File: src/logic/core_status_pkg.sv
// Constants and types shared by the state word, setup word and
// index address logic of the core.
// Assumes a single core clock and a synchronous reset.
`default_nettype none

package core_status_pkg;

    // ****************************************************************
    // State word layout
    // ****************************************************************
    localparam int PSW_W = 16;
    localparam int PSW_C = 0;
    localparam int PSW_T = 1;
    localparam int PSW_L = 2;
    localparam int PSW_U = 3;
    localparam int PSW_F = 5;
    localparam int PSW_Z = 6;
    localparam int PSW_N = 7;
    localparam int PSW_E = 9;
    localparam int PSW_P = 10;
    localparam int PSW_I = 11;
    // Writable bits; 4, 8 and 12..15 are held at zero
    localparam logic [15:0] PSW_WR_MASK = 16'h0eef;
    localparam logic [15:0] PSW_RESET = 16'h0200;

    // ****************************************************************
    // Setup word layout
    // ****************************************************************
    localparam int CFG_WIDE = 8;
    localparam int CFG_NARROW = 9;
    localparam logic [15:0] CFG_WR_MASK = 16'h0300;
    localparam logic [15:0] CFG_RESET = 16'h0000;

    // ****************************************************************
    // Core register selectors for the load-core-register port
    // ****************************************************************
    localparam logic [1:0] SEL_PSW = 2'h0;
    localparam logic [1:0] SEL_CFG = 2'h1;
    localparam logic [1:0] SEL_USP = 2'h2;

    // ****************************************************************
    // Widths
    // ****************************************************************
    localparam int ADDR_W = 32;
    localparam int DISP_SHORT_W = 14;
    localparam int DISP_LONG_W = 20;
    localparam int DEPTH_W = 4;

    typedef enum logic [2:0] {
        OP_ADD, OP_ADDC, OP_SUB, OP_SUBC, OP_CMP
    } alu_op_t;

    typedef enum logic [3:0] {
        CC_EQ, CC_NE, CC_CS, CC_CC, CC_LO, CC_HS, CC_LT, CC_GE,
        CC_FS, CC_FC, CC_HI, CC_LS, CC_GT, CC_LE, CC_UC, CC_NV
    } cond_t;

endpackage

`default_nettype wire

File: src/logic/core_link_if.sv
// Interface joining the status unit to its flag and index helpers.
// Assumes the status unit drives operands and reads results.
`default_nettype none

interface core_link_if;
    core_status_pkg::alu_op_t op;
    logic [15:0] src;
    logic [15:0] dst;
    logic carry_in;
    logic [15:0] result;
    logic c;
    logic f;
    logic z;
    logic l;
    logic n;

    logic idx_req;
    logic idx_high;
    logic idx_abs;
    logic idx_long;
    logic narrow;
    logic [31:0] pair;
    logic [19:0] disp;
    logic [31:0] base_low;
    logic [31:0] base_high;
    logic [31:0] ret_link;
    logic [31:0] idx_addr;
    logic idx_valid;
    logic idx_fault;
    logic [31:0] ext_link;

    modport top_alu (output op, src, dst, carry_in,
                     input result, c, f, z, l, n);
    modport alu (input op, src, dst, carry_in,
                 output result, c, f, z, l, n);
    modport top_idx (output idx_req, idx_high, idx_abs, idx_long, narrow,
                     pair, disp, base_low, base_high, ret_link,
                     input idx_addr, idx_valid, idx_fault, ext_link);
    modport idx (input idx_req, idx_high, idx_abs, idx_long, narrow,
                 pair, disp, base_low, base_high, ret_link,
                 output idx_addr, idx_valid, idx_fault, ext_link);
endinterface

`default_nettype wire

File: src/logic/core_status_unit.sv
// Status and setup words of the core with trace, mode, interrupt
// enable, branch condition and index address logic.
// Assumes the sequencer pulses each event strobe for one enabled cycle.
`default_nettype none

// Summary of operation
// - Carry reflects add carry or subtract borrow
// - Trace raises step exception, not in handlers
// - Pending copy at start gives one step
// - Low flag is unsigned second-below-first
// - User flag selects the unprivileged stack pointer
// - User mode by jump, state word write or return; exceptions supervise
// - Unprivileged pointer access in user mode faults
// - General flag reports signed arithmetic overflow
// - Zero flag set when compared operands equal
// - Negative flag is signed second-below-first
// - Irq on sets, irq off clears local enable
// - Maskable interrupts need both enables set
// - Global enable cleared on irq, set on irq return
// - Branch conditions decode the five flags
// - Reset clears low twelve bits, local enable set
// - Warm reset saves old state word first
// - Bits four and eight zero; top reserved
// - Flags change only under affecting instructions
// - Reset clears setup word; cache bits reserved
// - Wide vector select picks entry width
// - Narrow pair mode pairs low halves
// - Index mode adds base, needs narrow off
module core_status_unit (
    input wire logic CLK,
    input wire logic RST_N,
    input wire logic CE,
    input wire logic WARM_RST,
    input wire logic INSN_START,
    input wire logic INSN_END,
    input wire logic ALU_UPDATE,
    input wire logic [2:0] ALU_OP,
    input wire logic [15:0] ALU_SRC,
    input wire logic [15:0] ALU_DST,
    output logic [15:0] ALU_RESULT,
    input wire logic IRQ_ON,
    input wire logic IRQ_OFF,
    input wire logic JUMP_TO_UNPRIVILEGED,
    input wire logic EXC_ENTER,
    input wire logic EXC_IS_IRQ,
    input wire logic EXC_RETURN,
    input wire logic RET_IS_IRQ,
    input wire logic [15:0] RET_STATE,
    input wire logic PREG_WR,
    input wire logic PREG_RD,
    input wire logic [1:0] PREG_SEL,
    input wire logic [31:0] PREG_WDATA,
    output logic [31:0] PREG_RDATA,
    input wire logic [3:0] COND_CODE,
    output logic BRANCH_TAKEN,
    output logic STEP_EXCEPTION,
    output logic ILLEGAL_OP_EXCEPTION,
    output logic MASKABLE_OK,
    output logic STACK_USER,
    output logic IN_HANDLER,
    output logic [15:0] STATE_WORD,
    output logic [15:0] SETUP_WORD,
    output logic WIDE_VECTOR,
    output logic NARROW_PAIR,
    output logic [31:0] USP_VALUE,
    output logic SAVE_REG_WE,
    output logic [15:0] SAVE_REG_DATA,
    input wire logic IDX_REQ,
    input wire logic IDX_HIGH,
    input wire logic IDX_ABS,
    input wire logic IDX_LONG,
    input wire logic [31:0] IDX_PAIR,
    input wire logic [19:0] IDX_DISP,
    input wire logic [31:0] INDEX_BASE_LOW,
    input wire logic [31:0] INDEX_BASE_HIGH,
    input wire logic [31:0] RETURN_LINK,
    output logic [31:0] IDX_ADDR,
    output logic IDX_VALID,
    output logic IDX_FAULT,
    output logic [31:0] EXT_RETURN_LINK
);
    // ****************************************************************
    // State
    // ****************************************************************
    typedef struct packed {
        logic [15:0] psw;
        logic [15:0] cfg;
        logic [31:0] unprivileged_stack_pointer;
        logic [3:0] depth;
        logic [15:0] result;
        logic branch;
        logic step;
        logic illegal;
        logic save_we;
        logic [15:0] save_data;
        logic [31:0] rdata;
    } status_state_t;

    status_state_t s;
    status_state_t next_s;
    core_link_if lnk ();

    // ****************************************************************
    // Helpers
    // ****************************************************************
    function automatic logic cond_met(input logic [3:0] code,
                                      input logic [15:0] w);
        logic z;
        logic c;
        logic l;
        logic n;
        logic f;
        z = w[core_status_pkg::PSW_Z];
        c = w[core_status_pkg::PSW_C];
        l = w[core_status_pkg::PSW_L];
        n = w[core_status_pkg::PSW_N];
        f = w[core_status_pkg::PSW_F];
        case (core_status_pkg::cond_t'(code))
            core_status_pkg::CC_EQ: cond_met = z;
            core_status_pkg::CC_NE: cond_met = !z;
            core_status_pkg::CC_CS: cond_met = c;
            core_status_pkg::CC_CC: cond_met = !c;
            core_status_pkg::CC_LO: cond_met = l;
            core_status_pkg::CC_HS: cond_met = !l;
            core_status_pkg::CC_LT: cond_met = n;
            core_status_pkg::CC_GE: cond_met = !n;
            core_status_pkg::CC_FS: cond_met = f;
            core_status_pkg::CC_FC: cond_met = !f;
            core_status_pkg::CC_HI: cond_met = !l && !z;
            core_status_pkg::CC_LS: cond_met = l || z;
            core_status_pkg::CC_GT: cond_met = !n && !z;
            core_status_pkg::CC_LE: cond_met = n || z;
            core_status_pkg::CC_UC: cond_met = 1'b1;
            default: cond_met = 1'b0;
        endcase
    endfunction

    // Masks off constant-zero and reserved positions
    function automatic logic [15:0] clean_psw(input logic [15:0] w);
        clean_psw = w & core_status_pkg::PSW_WR_MASK;
    endfunction

    // ****************************************************************
    // Helper connections
    // ****************************************************************
    assign lnk.op = core_status_pkg::alu_op_t'(ALU_OP);
    assign lnk.src = ALU_SRC;
    assign lnk.dst = ALU_DST;
    // Plain add and subtract ignore the stored carry
    assign lnk.carry_in = ((lnk.op == core_status_pkg::OP_ADDC) ||
                           (lnk.op == core_status_pkg::OP_SUBC)) &&
                          s.psw[core_status_pkg::PSW_C];
    assign lnk.idx_req = IDX_REQ;
    assign lnk.idx_high = IDX_HIGH;
    assign lnk.idx_abs = IDX_ABS;
    assign lnk.idx_long = IDX_LONG;
    assign lnk.narrow = s.cfg[core_status_pkg::CFG_NARROW];
    assign lnk.pair = IDX_PAIR;
    assign lnk.disp = IDX_DISP;
    assign lnk.base_low = INDEX_BASE_LOW;
    assign lnk.base_high = INDEX_BASE_HIGH;
    assign lnk.ret_link = RETURN_LINK;

    flag_calc u_flag_calc (
        .lnk(lnk.alu)
    );

    index_addr u_index_addr (
        .clk(CLK),
        .rst_n(RST_N),
        .ce(CE),
        .lnk(lnk.idx)
    );

    // ****************************************************************
    // Next state
    // ****************************************************************
    always_comb begin
        logic user;
        logic cmp;
        next_s = s;
        user = s.psw[core_status_pkg::PSW_U];
        cmp = (lnk.op == core_status_pkg::OP_CMP);
        next_s.step = 1'b0;
        next_s.illegal = 1'b0;
        next_s.save_we = 1'b0;
        next_s.branch = cond_met(COND_CODE, s.psw);

        // Flags move only on their own strobes, else they hold
        if (ALU_UPDATE) begin
            if (cmp) begin
                next_s.psw[core_status_pkg::PSW_Z] = lnk.z;
                next_s.psw[core_status_pkg::PSW_L] = lnk.l;
                next_s.psw[core_status_pkg::PSW_N] = lnk.n;
            end else begin
                next_s.psw[core_status_pkg::PSW_C] = lnk.c;
                next_s.psw[core_status_pkg::PSW_F] = lnk.f;
                next_s.result = lnk.result;
            end
        end

        if (IRQ_ON) begin
            next_s.psw[core_status_pkg::PSW_E] = 1'b1;
        end else if (IRQ_OFF) begin
            next_s.psw[core_status_pkg::PSW_E] = 1'b0;
        end

        // Handlers never trace, so pending is not armed inside one
        if (INSN_START) begin
            next_s.psw[core_status_pkg::PSW_P] =
                s.psw[core_status_pkg::PSW_T] && (s.depth == 4'h0);
        end
        if (INSN_END && s.psw[core_status_pkg::PSW_P]) begin
            next_s.psw[core_status_pkg::PSW_P] = 1'b0;
            next_s.step = (s.depth == 4'h0);
        end

        if (JUMP_TO_UNPRIVILEGED) begin
            next_s.psw[core_status_pkg::PSW_U] = 1'b1;
        end

        // Load-core-register access; state word frozen in user mode
        if (PREG_WR) begin
            case (PREG_SEL)
                core_status_pkg::SEL_PSW: begin
                    if (!user) begin
                        next_s.psw = clean_psw(PREG_WDATA[15:0]);
                    end
                end
                core_status_pkg::SEL_CFG: begin
                    if (!user) begin
                        next_s.cfg = PREG_WDATA[15:0] &
                                     core_status_pkg::CFG_WR_MASK;
                    end
                end
                core_status_pkg::SEL_USP: begin
                    if (user) begin
                        next_s.illegal = 1'b1;
                    end else begin
                        next_s.unprivileged_stack_pointer = PREG_WDATA;
                    end
                end
                default: begin
                end
            endcase
        end
        if (PREG_RD) begin
            case (PREG_SEL)
                core_status_pkg::SEL_PSW: begin
                    next_s.rdata = {16'h0000, s.psw};
                end
                core_status_pkg::SEL_CFG: begin
                    next_s.rdata = {16'h0000, s.cfg};
                end
                core_status_pkg::SEL_USP: begin
                    if (user) begin
                        next_s.illegal = 1'b1;
                        next_s.rdata = 32'h00000000;
                    end else begin
                        next_s.rdata = s.unprivileged_stack_pointer;
                    end
                end
                default: begin
                    next_s.rdata = 32'h00000000;
                end
            endcase
        end

        // Return restores the popped word; entry wins if both arrive
        if (EXC_RETURN) begin
            next_s.psw = clean_psw(RET_STATE);
            if (RET_IS_IRQ) begin
                next_s.psw[core_status_pkg::PSW_I] = 1'b1;
            end
            if (s.depth != 4'h0) begin
                next_s.depth = s.depth - 4'h1;
            end
        end
        if (EXC_ENTER) begin
            next_s.psw[core_status_pkg::PSW_U] = 1'b0;
            next_s.psw[core_status_pkg::PSW_P] = 1'b0;
            if (EXC_IS_IRQ) begin
                next_s.psw[core_status_pkg::PSW_I] = 1'b0;
            end
            // Saturate so deep nesting cannot wrap back to zero
            if (s.depth != 4'hf) begin
                next_s.depth = s.depth + 4'h1;
            end
        end

        // Warm reset: old word goes out before reinitialising
        if (WARM_RST) begin
            next_s.save_we = 1'b1;
            next_s.save_data = s.psw;
            next_s.psw = core_status_pkg::PSW_RESET;
            next_s.cfg = core_status_pkg::CFG_RESET;
            next_s.depth = 4'h0;
        end
    end

    // ****************************************************************
    // Registers
    // ****************************************************************
    always_ff @(posedge CLK) begin
        if (!RST_N) begin
            s <= '0;
            s.psw <= core_status_pkg::PSW_RESET;
            s.cfg <= core_status_pkg::CFG_RESET;
        end else if (CE) begin
            s <= next_s;
        end
    end

    // ****************************************************************
    // Outputs
    // ****************************************************************
    assign ALU_RESULT = s.result;
    assign PREG_RDATA = s.rdata;
    assign BRANCH_TAKEN = s.branch;
    assign STEP_EXCEPTION = s.step;
    assign ILLEGAL_OP_EXCEPTION = s.illegal;
    assign MASKABLE_OK = s.psw[core_status_pkg::PSW_E] &&
                         s.psw[core_status_pkg::PSW_I];
    assign STACK_USER = s.psw[core_status_pkg::PSW_U];
    assign IN_HANDLER = (s.depth != 4'h0);
    assign STATE_WORD = s.psw;
    assign SETUP_WORD = s.cfg;
    // Narrow entries limit handlers to the low 128K; base unaffected
    assign WIDE_VECTOR = s.cfg[core_status_pkg::CFG_WIDE];
    assign NARROW_PAIR = s.cfg[core_status_pkg::CFG_NARROW];
    assign USP_VALUE = s.unprivileged_stack_pointer;
    assign SAVE_REG_WE = s.save_we;
    assign SAVE_REG_DATA = s.save_data;
    assign IDX_ADDR = lnk.idx_addr;
    assign IDX_VALID = lnk.idx_valid;
    assign IDX_FAULT = lnk.idx_fault;
    assign EXT_RETURN_LINK = lnk.ext_link;
endmodule // core_status_unit

`default_nettype wire

File: src/logic/flag_calc.sv
// Combinational arithmetic and compare flag generator.
// Assumes the caller registers whatever it keeps.
`default_nettype none

module flag_calc (
    core_link_if.alu lnk
);
    logic [16:0] wide;
    logic sub;

    always_comb begin
        sub = (lnk.op >= core_status_pkg::OP_SUB);
        if (sub) begin
            wide = {1'b0, lnk.dst} - {1'b0, lnk.src} - 17'(lnk.carry_in);
        end else begin
            wide = {1'b0, lnk.dst} + {1'b0, lnk.src} + 17'(lnk.carry_in);
        end
        lnk.result = wide[15:0];
        lnk.c = wide[16];
        // Overflow: operand signs allow it, result sign shows it
        lnk.f = ((lnk.dst[15] ^ lnk.src[15]) == sub) &&
                (wide[15] != lnk.dst[15]);
        lnk.z = (lnk.dst == lnk.src);
        lnk.l = (lnk.dst < lnk.src);
        lnk.n = ($signed(lnk.dst) < $signed(lnk.src));
    end
endmodule // flag_calc

`default_nettype wire

File: src/logic/index_addr.sv
// Index mode address former and short-register return link pairing.
// Assumes base registers are presented by the caller each request.
`default_nettype none

module index_addr (
    input wire logic clk,
    input wire logic rst_n,
    input wire logic ce,
    core_link_if.idx lnk
);
    typedef struct packed {
        logic [31:0] addr;
        logic valid;
        logic fault;
        logic [31:0] link;
    } idx_state_t;

    idx_state_t s;
    idx_state_t next_s;
    logic [31:0] base;
    logic [31:0] offs;

    always_comb begin
        next_s = s;
        base = lnk.idx_high ? lnk.base_high : lnk.base_low;
        if (lnk.idx_abs) begin
            offs = {12'h000, lnk.disp};
        end else if (lnk.idx_long) begin
            offs = lnk.pair + {12'h000, lnk.disp};
        end else begin
            offs = lnk.pair + {18'h00000, lnk.disp[13:0]};
        end
        next_s.valid = 1'b0;
        next_s.fault = 1'b0;
        if (lnk.idx_req) begin
            if (lnk.narrow) begin
                next_s.fault = 1'b1;
            end else begin
                next_s.addr = base + offs;
                next_s.valid = 1'b1;
            end
        end
        // Short-register mode pairs the low halves into one link
        if (lnk.narrow) begin
            next_s.link = {lnk.base_high[15:0], lnk.ret_link[15:0]};
        end else begin
            next_s.link = lnk.ret_link;
        end
    end

    always_ff @(posedge clk) begin
        if (!rst_n) begin
            s <= '0;
        end else if (ce) begin
            s <= next_s;
        end
    end

    assign lnk.idx_addr = s.addr;
    assign lnk.idx_valid = s.valid;
    assign lnk.idx_fault = s.fault;
    assign lnk.ext_link = s.link;
endmodule // index_addr

`default_nettype wire

File: config.mk
export PLATFORM = sky130hd
export DESIGN_NAME = core_status_unit
export DESIGN_NICKNAME = d
export VERILOG_FILES = /design/src/logic/core_status_pkg.sv /design/src/logic/core_link_if.sv /design/src/logic/core_status_unit.sv /design/src/logic/flag_calc.sv /design/src/logic/index_addr.sv
export SDC_FILE = /design/constraint.sdc
export NUM_CORES = 1
export LEC_CHECK = 0
export BUFFER_PORTS_ARGS = -buffer_cell sky130_fd_sc_hd__buf_2
export CAP_MARGIN = 10
export CORE_MARGIN = 3
export CORE_UTILIZATION = 40
export CTS_CLUSTER_SIZE = 24
export DETAILED_ROUTE_END_ITERATION = 10
export PLACE_DENSITY_LB_ADDON = 0.05
export SLEW_MARGIN = 20
export SYNTH_ARGS = -nofsm -noshare
export SYNTH_HDL_FRONTEND = slang
export SYNTH_SLANG_ARGS = --single-unit
File: constraint.sdc
create_clock -name CLK -period 6.07 [get_ports CLK]
set_clock_uncertainty 0.2 [all_clocks]
set_input_delay 0.9105 -clock CLK [delete_from_list [all_inputs] [get_ports CLK]]
set_output_delay 0.9105 -clock CLK [all_outputs]
set_load 0.02 [all_outputs]
=== Yosys cells after proc, flatten, opt, wreduce, memory -nomap -nowiden ===
Index checks and enable logic that the tools add are counted.

* Mux-type cells: 49
* Add/sub/neg operators: 9
* Reductions and logical operators: 30
* Equality and inequality tests: 25
* Order comparisons: 3
* Bitwise operators: 4

{| class="wikitable"
|+ Operator list
! cell !! number
|-
| 32-bit 2-to-1 mux || 8
|-
| 32-bit case mux with 3 select lines || 1
|-
| 16-bit 2-to-1 mux || 5
|-
| 64-bit 2-to-1 mux || 1
|-
| 17-bit 2-to-1 mux || 2
|-
| 32-bit by 14-bit adder with 32-bit output || 1
|-
| 32-bit by 20-bit adder with 32-bit output || 1
|-
| 32-bit adder || 1
|-
| 16-bit less-than comparator || 2
|-
| 4-bit equality test (second input constant) || 7
|-
| 1-bit 2-to-1 mux || 22
|-
| 4-bit 2-to-1 mux || 5
|-
| 16-bit by 16-bit adder with 17-bit output || 1
|-
| 17-bit by 1-bit adder with 17-bit output || 1
|-
| 16-bit by 16-bit subtractor with 17-bit output || 1
|-
| 17-bit by 1-bit subtractor with 17-bit output || 1
|-
| 16-bit equality test || 1
|-
| 4-bit by 3-bit equality test with 1-bit output (second input constant) || 4
|-
| 1-bit case mux with 15 select lines || 1
|-
| 4-bit AND reduction || 3
|-
| 4-bit by 2-bit equality test with 1-bit output (second input constant) || 2
|-
| 4-bit zero test || 2
|-
| 1-bit logical AND || 7
|-
| 2-bit 2-to-1 mux || 3
|-
| other kinds (25) || 37
|}

* Input bits: 257
* Bits in registers: 202
* Logic and storage cells: 136

=== Logic depth before layout (Yosys ltp) ===
Gate-level depths: netlist of run 1.

* Depth in word-level cells: 16
* Gate-level depth with buffers: 24

=== By module ===
Synthesis of run 1 repeated with hierarchy kept, for this count alone.

* Cells, all modules: 1,797
* Area, all modules: 13,898.3 um^2

{| class="wikitable"
|+ Modules (own cells, without submodules)
! module !! times used !! area an instance (um^2) !! sequential area each (um^2) !! cells an instance
|-
| index_addr || 1 || 5,811.8 || 1,321.3 || 739
|-
| core_status_unit || 1 || 5,696.7 || 2,202.1 || 712
|-
| flag_calc || 1 || 2,389.8 || 0.0 || 346
|}

=== Worst setup path before layout of run 1 ===
Ideal clock, no wire load.

* Path kind: input-to-reg
* Start: in IDX_PAIR[0]
* End: reg u_index_addr.s (netlist bit u_index_addr.lnk.idx_addr[29])
* Slack: 742 ps
* Required time: 5,746 ps
* Cell stages on the path: 24
* Data arrival time: 5,005 ps
* Path buffers: 0
* Library setup time: 124 ps
* Cell sequence: ha_1 > inv_1 > fa_1 > nor2b_1 > o21ai_0 > a21boi_1 > o21a_1 > o21a_1 > o31ai_1 > nand2b_1 > a21oi_1 > xor2_1 > o21ai_1 > ha_1 > nand3_1 > nor3_1 > a221oi_1 > o311ai_2 > a41oi_1 > a21oi_1 > a21o_1 > a31oi_1 > mux2i_1 > nand3_1

* Word-level cells in the longest chain between the ends: 4

{| class="wikitable"
|+ RTL lines
! what !! line !! RTL
|-
| start, declared || core_status_unit.sv:72 || <nowiki>input wire logic [31:0] IDX_PAIR,</nowiki>
|-
| 32-bit by 14-bit adder with 32-bit output or 32-bit by 20-bit adder with 32-bit output (tied branches) || index_addr.sv:31, index_addr.sv:29 ||
|-
| 32-bit 2-to-1 mux * || index_addr.sv:28 || <nowiki>end else if (lnk.idx_long) begin</nowiki>
|-
| 32-bit 2-to-1 mux * || index_addr.sv:26 || <nowiki>if (lnk.idx_abs) begin</nowiki>
|-
| 32-bit adder * || index_addr.sv:39 || <nowiki>next_s.addr = base + offs;</nowiki>
|-
| end signal, assigned || index_addr.sv:55 || <nowiki>s <= next_s;</nowiki>
|-
| end, declared || index_addr.sv:18 || <nowiki>idx_state_t s;</nowiki>
|}

Every way passes the cells marked *; elsewhere a longest branch is shown, timed or not.
A chain may end at the register's enable or synchronous reset.

=== Final worst setup path of run 1 ===
Same ends and word-level chain as after synthesis.

==> impl_metrics.csv, run 1 <==
group,metric,value,unit
die,fp.dieH,190,um
placement,gp_congestion,0.875,
worst_setup_path,startpoint,"IDX_PAIR[0]",
synth,synth_simple_gate_area_share,0.183,
global_route,antenna_found_initial,1,
synth,netlist_area,13600,um2
finish,final_common_cell,"buf_2",
cts,clk_pin_slew,70,ps
hold_path,hp-class,"reg2reg",
cts,cts.sinks,176,
worst_setup_path,endpoint_kind,"flip-flop",
cts,htreeDepth,4,
die,dieArea,36100,um2
sta,slew_viol_final,0,
worst_setup_path,rr_startpoint,"STATE_WORD[0]$_SDFFE_PN0P_",
finish,syn2layout_area_growth,16.2,%
worst_setup_path,critical_path.endpoint,"u_index_addr.lnk.idx_addr[29]$_SDFFE_PN0P_",
sta,worstMarginPinSlew,1060,ps
die,start_util,0.411,
drt,drtIter0Drc,710,
sta,fmax,183,MHz
synth,ys_types,77,
finish,drive_above_1_share,0.258,
drt,via_count,12900,
drt,final_antenna_net_count,0,
worst_setup_path,cp_max_fo,5,
synth,ys_seq_area_frac,0.260,
synth,synth-compound-area-share,0.216,
power,p_comb_frac,0.329,
power,p_sw,1.25,mW
synth,synth-seq-cells,176,
sta,final-setup-viol-count,0,
synth,syn_inst,1777,
die,fp.dieW,190,um
synth,synth_fa_ha_area_frac,0.114,
power,leakagePower,7.43,nW
sta,fin_crit,5470,ps
drt,post_drt_wl_per_cell,17.1,um
die,rows,66,
status,status,"finished, final reports clean",
synth,ys.flop_type,"dfxtp_1",
worst_setup_path,crit_required,6190,ps
worst_setup_path,path_delay_family,"compound AO/OA/AOI/OAI gates",
global_route,track_usage,0.229,
die,io_pins,460,
worst_setup_path,reg2reg_depth,14,
drt,drc,0,
worst_setup_path,reg2reg_slack,2160,ps
sta,maxSlewHeadroom,0.296,
global_route,grt_pass1_vias,12200,
global_route,grt_pass1_wl,66100,um
cts,cts_tree,"done",
placement,dpl.hpwl,33200,um
power,ir_drop,0.000199,V
worst_setup_path,crit_path_start_kind,"input port",
synth,yosysWarnings,0,
sta,fin_crit_sh,0.901,
power,power_frac_seq,0.359,
drt,via_per_inst,5.12,
cts,postCtsSetupBuffers,0,
synth,async_flop_share,0,
cts,cts_resized,0,
run,cap_violations,0,
power,clkPwrFrac,0.312,
finish,layout_common_cells,"426 x buf_2, 215 x nand2_1, 180 x a21oi_1, 175 x dfxtp_1, 164 x nor2_1",
sta,finalSetupTns,0,ps
worst_setup_path,path_depth,26,
synth,synth_xor_area_frac,0.0456,
cts,cts_hold_buffers,0,
cts,clk_path_buf_depth,2,
worst_setup_path,cp_slowest_cell,"ha_1",
cts,insertion_delay,450,ps
cts,numCtsBuffers,17,
global_route,grt_overflow,0,
worst_setup_path,r2r_end,"ALU_RESULT[12]$_SDFFE_PN0P_",
sta,final_hold_viol_count,0,
synth,synth_top_family_by_area,"compound AO/OA/AOI/OAI gates",
finish,fillers,3422,
worst_setup_path,crit_type,"in2reg",
power,power_switching_share,0.360,
power,power_density,220,nW/um2
power,p_int,2.22,mW
cts,root_buffer,"clkbuf_16",
global_route,grt_max_degree,88,
worst_setup_path,worst_path_largest_cell_delay,390,ps
worst_setup_path,worst_ep_arrival_time,5590,ps
die,core_area,32900,um2
drt,wirelength,43000,um
sta,holdWs,247,ps
placement,portBuffers,427,
sta,rsz0062_at_grt,"false",
worst_setup_path,cp_num_buf_inv,3,
synth,syn_area_per_cell,7.63,um2
drt,firstDrtPassIters,5,
finish,fin_nets,2436,
synth,synth_edf_count,0,
synth,muxShareOfSynthArea,0.0564,
[cells by family (layout without fill, tap and decap cells)]
group | count (synthesis) | after routing
adders and majority gates | 120 | 120
other | 1 | 28
xor gates and xnor gates | 69 | 69
muxes | 71 | 71
buffers and inverters | 316 | 586
DFF | 176 | 176
and+or+nand+nor | 552 | 552
AOI/OAI and AO/OA | 472 | 472
[flip-flops by register name, indices dropped and copies added, names as in the netlist, 4 cells and up]
register	flops
u_index_addr.lnk.ext_link	32
STATE_WORD	10
USP_VALUE	32
ALU_RESULT	16
s	4
u_index_addr.lnk.idx_addr	32
SAVE_REG_DATA	10
PREG_RDATA	32
[layer usage]
metal | vias up | global-route usage | part of all wire
met5 | - | 0 | 0
met4 | 0 | 0.0472 | 0.014
met3 | 32 | 0.0499 | 0.063
li1 | 6582 | - | -
met2 | 360 | 0.392 | 0.48
met1 | 5909 | 0.297 | 0.44
[worst min-delay path: stages, from the launching register on]
cell and delay (ps):
dfxtp_1 310, nand2_1 50, a21oi_1 50
[stage by stage]
| step | instance area, um2 | util | worst slack [ps] | power, mW | std cells |
|---|---|---|---|---|---|
| detailed placement | 15200 | 0.461 | 165 | 2.41 | 2482 |
| finish | 15800 | 0.478 | 601 | 3.47 | 2516 |
| global route | 15700 | 0.478 | 176 | 3.69 | 2515 |
| floorplan | 13600 | - | 742 | 2.10 | 1802 |
| CTS | 15700 | 0.478 | 614 | 3.51 | 2514 |
| global placement | 15200 | 0.461 | 283 | 2.40 | 2482 |
[Yosys cell counts (all sizes together), types with 13 or more instances]
master	n	area, um2
nand2	216	813
a21oi	181	910
dfxtp	176	3520
nor2	165	619
buf	135	996
ha	114	1430
inv	109	409
o21ai	94	470
clkbuf	72	290
xnor2	43	377
mux2i	37	370
nand3	37	185
a211oi	33	248
mux2	33	372
a22oi	31	233
nor3	28	140
xor2	25	219
a21o	24	185
o21a	16	120
nand2b	14	87.6
and2	13	81.3
nand3b	13	97.6
nor2b	13	81.3
o21bai	13	97.6
[how the worst min path moves through the flow]
stage / from / to / cells after the start
after floorplan: ALU_RESULT[0]$_SDFFE_PN0P_ / ALU_RESULT[0]$_SDFFE_PN0P_ / 2
after global placement: u_index_addr.lnk.idx_addr[7]$_SDFFE_PN0P_ / u_index_addr.lnk.idx_addr[7]$_SDFFE_PN0P_ / 2
after detailed placement: u_index_addr.lnk.idx_addr[13]$_SDFFE_PN0P_ / u_index_addr.lnk.idx_addr[13]$_SDFFE_PN0P_ / 2
after CTS: u_index_addr.lnk.idx_addr[13]$_SDFFE_PN0P_ / u_index_addr.lnk.idx_addr[13]$_SDFFE_PN0P_ / 2
after global routing: u_index_addr.lnk.idx_addr[13]$_SDFFE_PN0P_ / u_index_addr.lnk.idx_addr[13]$_SDFFE_PN0P_ / 2
final: u_index_addr.lnk.idx_addr[13]$_SDFFE_PN0P_ / u_index_addr.lnk.idx_addr[13]$_SDFFE_PN0P_ / 2
[power by group through the flow]
stage	Clock [mW]	Combinational, mW	Sequential [mW]
finish	1.08	1.14	1.25
global route	1.16	1.28	1.25
CTS	1.12	1.15	1.25
detailed placement	0	1.14	1.27
global placement	0	1.13	1.27
floorplan	0	0.788	1.31
[cell type report]
type	instances	area, um2	area share
multi-input cells	1310	8430	0.535
clock inverters	12	113	0.00715
repair buffers	445	2270	0.144
diodes	2	5.00	0.000318
inverters	109	412	0.0261
flip-flops and latches	176	3520	0.224
clock buffers	20	437	0.0277
well taps	442	553	0.0351
(Power assumes the default switching activity.)
==> run 2, diff against run 1 <==
==> constraint.sdc (replaced) <==
create_clock -name CLK -period 6.07 [get_ports CLK]
set_clock_uncertainty 0.2 [all_clocks]
set_input_delay 1.214 -clock CLK [delete_from_list [all_inputs] [get_ports CLK]]
set_output_delay 1.214 -clock CLK [all_outputs]
set_load 0.02 [all_outputs]
==> impl_metrics.csv, run 2 (synthesis gave the netlist of run 1 again) <==
group,metric,value,unit
drt,firstDrtPassIters,5,
power,finalPower,3.60,mW
worst_setup_path,worst_ep_arrival_time,5740,ps
drt,via_per_inst,5.10,
run,cap_violations,0,
placement,dp.cells,2489,
cts,clk_path_buf_depth,2,
die,dieArea,36100,um2
die,io_pins,460,
finish,layout_common_cells,"426 x buf_2, 215 x nand2_1, 180 x a21oi_1, 175 x dfxtp_1, 164 x nor2_1",
finish,drive_above_1_share,0.261,
global_route,antenna_found_initial,3,
global_route,grt_pass1_wl,66600,um
power,leakagePower,7.49,nW
die,fp.dieW,190,um
die,start_util,0.411,
die,core_area,32900,um2
drt,post_drt_wl_per_cell,17.1,um
drt,drtIter0Drc,621,
global_route,grt_pass1_vias,12400,
worst_setup_path,cp_max_fo,4,
worst_setup_path,path_delay_family,"compound AO/OA/AOI/OAI gates",
power,p_int,2.35,mW
global_route,busiest_layer,"met2",
worst_setup_path,crit_required,6200,ps
die,rows,66,
cts,cts_hold_buffers,0,
power,power_density,227,nW/um2
sta,maxSlewHeadroom,0.356,
sta,fmax,178,MHz
power,p_comb_frac,0.322,
status,status,"finished, final reports clean",
global_route,grt_overflow,0,
cts,cts.sinks,176,
cts,insertion_delay,440,ps
die,fp.dieH,190,um
finish,fin_nets,2443,
sta,fin_crit,5610,ps
power,p_sw,1.24,mW
global_route,track_usage,0.230,
sta,final_hold_viol_count,0,
worst_setup_path,cp_num_buf_inv,3,
placement,dpl.hpwl,33300,um
cts,htreeDepth,4,
worst_setup_path,crit_path_start_kind,"input port",
finish,final_common_cell,"buf_2",
drt,wirelength,43100,um
cts,cts_tree,"done",
worst_setup_path,endpoint_kind,"flip-flop",
sta,finalSetupTns,0,ps
global_route,grt_use_met1,0.296,
power,power_switching_share,0.346,
sta,final-setup-viol-count,0,
power,power_frac_seq,0.346,
power,ir_drop,0.000193,V
power,clkPwrFrac,0.332,
finish,final_cells,2523,
finish,syn2layout_area_growth,17.2,%
sta,worstMarginPinSlew,966,ps
sta,slew_viol_final,0,
cts,clk_pin_slew,70,ps
global_route,grt_max_degree,89,
worst_setup_path,crit_type,"in2reg",
placement,gp_congestion,0.834,
worst_setup_path,cp_slowest_cell,"ha_1",
global_route,grt_use_met2,0.396,
drt,final_antenna_net_count,0,
drt,drc,0,
global_route,use_met3,0.0440,
placement,portBuffers,427,
cts,postCtsSetupBuffers,0,
drt,via_count,12900,
cts,root_buffer,"clkbuf_16",
worst_setup_path,worst_path_largest_cell_delay,350,ps
hold_path,hp-class,"reg2reg",
sta,rsz0062_at_grt,"false",
sta,fin_crit_sh,0.925,
cts,cts_resized,0,
cts,numCtsBuffers,17,
run 2: changes by cell type in the layout (fill, tap and decap cells not counted), sizes merged:
cell	change
buf	+7
bufinv	+3
inv	-3
clkbuf	-2
clkinv	+1
clkinvlp	+1
run 2: power groups by stage:
stage               clock (mW)  sequential, mW  combinational (mW)
floorplan                    0            1.31               0.788
global placement             0            1.27                1.15
detailed placement           0            1.27                1.15
CTS                       1.22            1.25                1.16
global route              1.27            1.25                1.29
finish                    1.19            1.25                1.16
run 2: metrics by stage:
step / setup WS, ps / area [um2] / hold WS [ps] / util
after global routing: 72.9 / 15900 / 271 / 0.482
after floorplan: 438 / 13600 / 232 / -
after detailed placement: 29.4 / 15200 / 242 / 0.463
after global placement: 78.0 / 15200 / 235 / 0.463
final: 457 / 15900 / 253 / 0.482
after CTS: 489 / 15900 / 254 / 0.482
run 2: worst reg2reg max path, cell delays in order, from the launching register on:
cell	delay, ps
dfxtp_1	480
nand2_1	70
or2_2	300
fa_1	380
inv_1	80
fa_1	180
nor2b_1	130
o21a_1	140
o21ai_0	170
a211oi_1	300
nor2_1	150
o311ai_0	520
xnor2_1	170
a211oi_1	310
nor3_1	70
run 2: final cells by class:
class | count | area (um2)
Fill cell | 3459 | 17100
Multi-Input combinational cell | 1310 | 8430
Sequential cell | 176 | 3520
Timing Repair Buffer | 452 | 2330
Tap cell | 442 | 553
Clock buffer | 18 | 429
Inverter | 109 | 412
Clock inverter | 14 | 195
Antenna cell | 2 | 5.00
run 2: per-layer routing:
| metal | wire [um] | vias to the layer above |
|---|---|---|
| li1 | - | 6590 |
| met1 | 19100 | 5873 |
| met4 | 821 | 2 |
| met5 | 9 | - |
| met2 | 20600 | 367 |
| met3 | 2520 | 46 |
run 2: final timing paths:
| kind | cells past startpoint | slack, ps | startpoint | to |
|---|---|---|---|---|
| worst max-delay path | 26 | 460 | IDX_PAIR[0] | u_index_addr.lnk.idx_addr[29]$_SDFFE_PN0P_ |
| worst min-delay path | 2 | 250 | SAVE_REG_DATA[2]$_SDFFE_PN0P_ | SAVE_REG_DATA[2]$_SDFFE_PN0P_ |
| worst max register to register | 14 | 2280 | STATE_WORD[0]$_SDFFE_PN0P_ | ALU_RESULT[12]$_SDFFE_PN0P_ |
| worst min register to register | 2 | 250 | SAVE_REG_DATA[2]$_SDFFE_PN0P_ | SAVE_REG_DATA[2]$_SDFFE_PN0P_ |
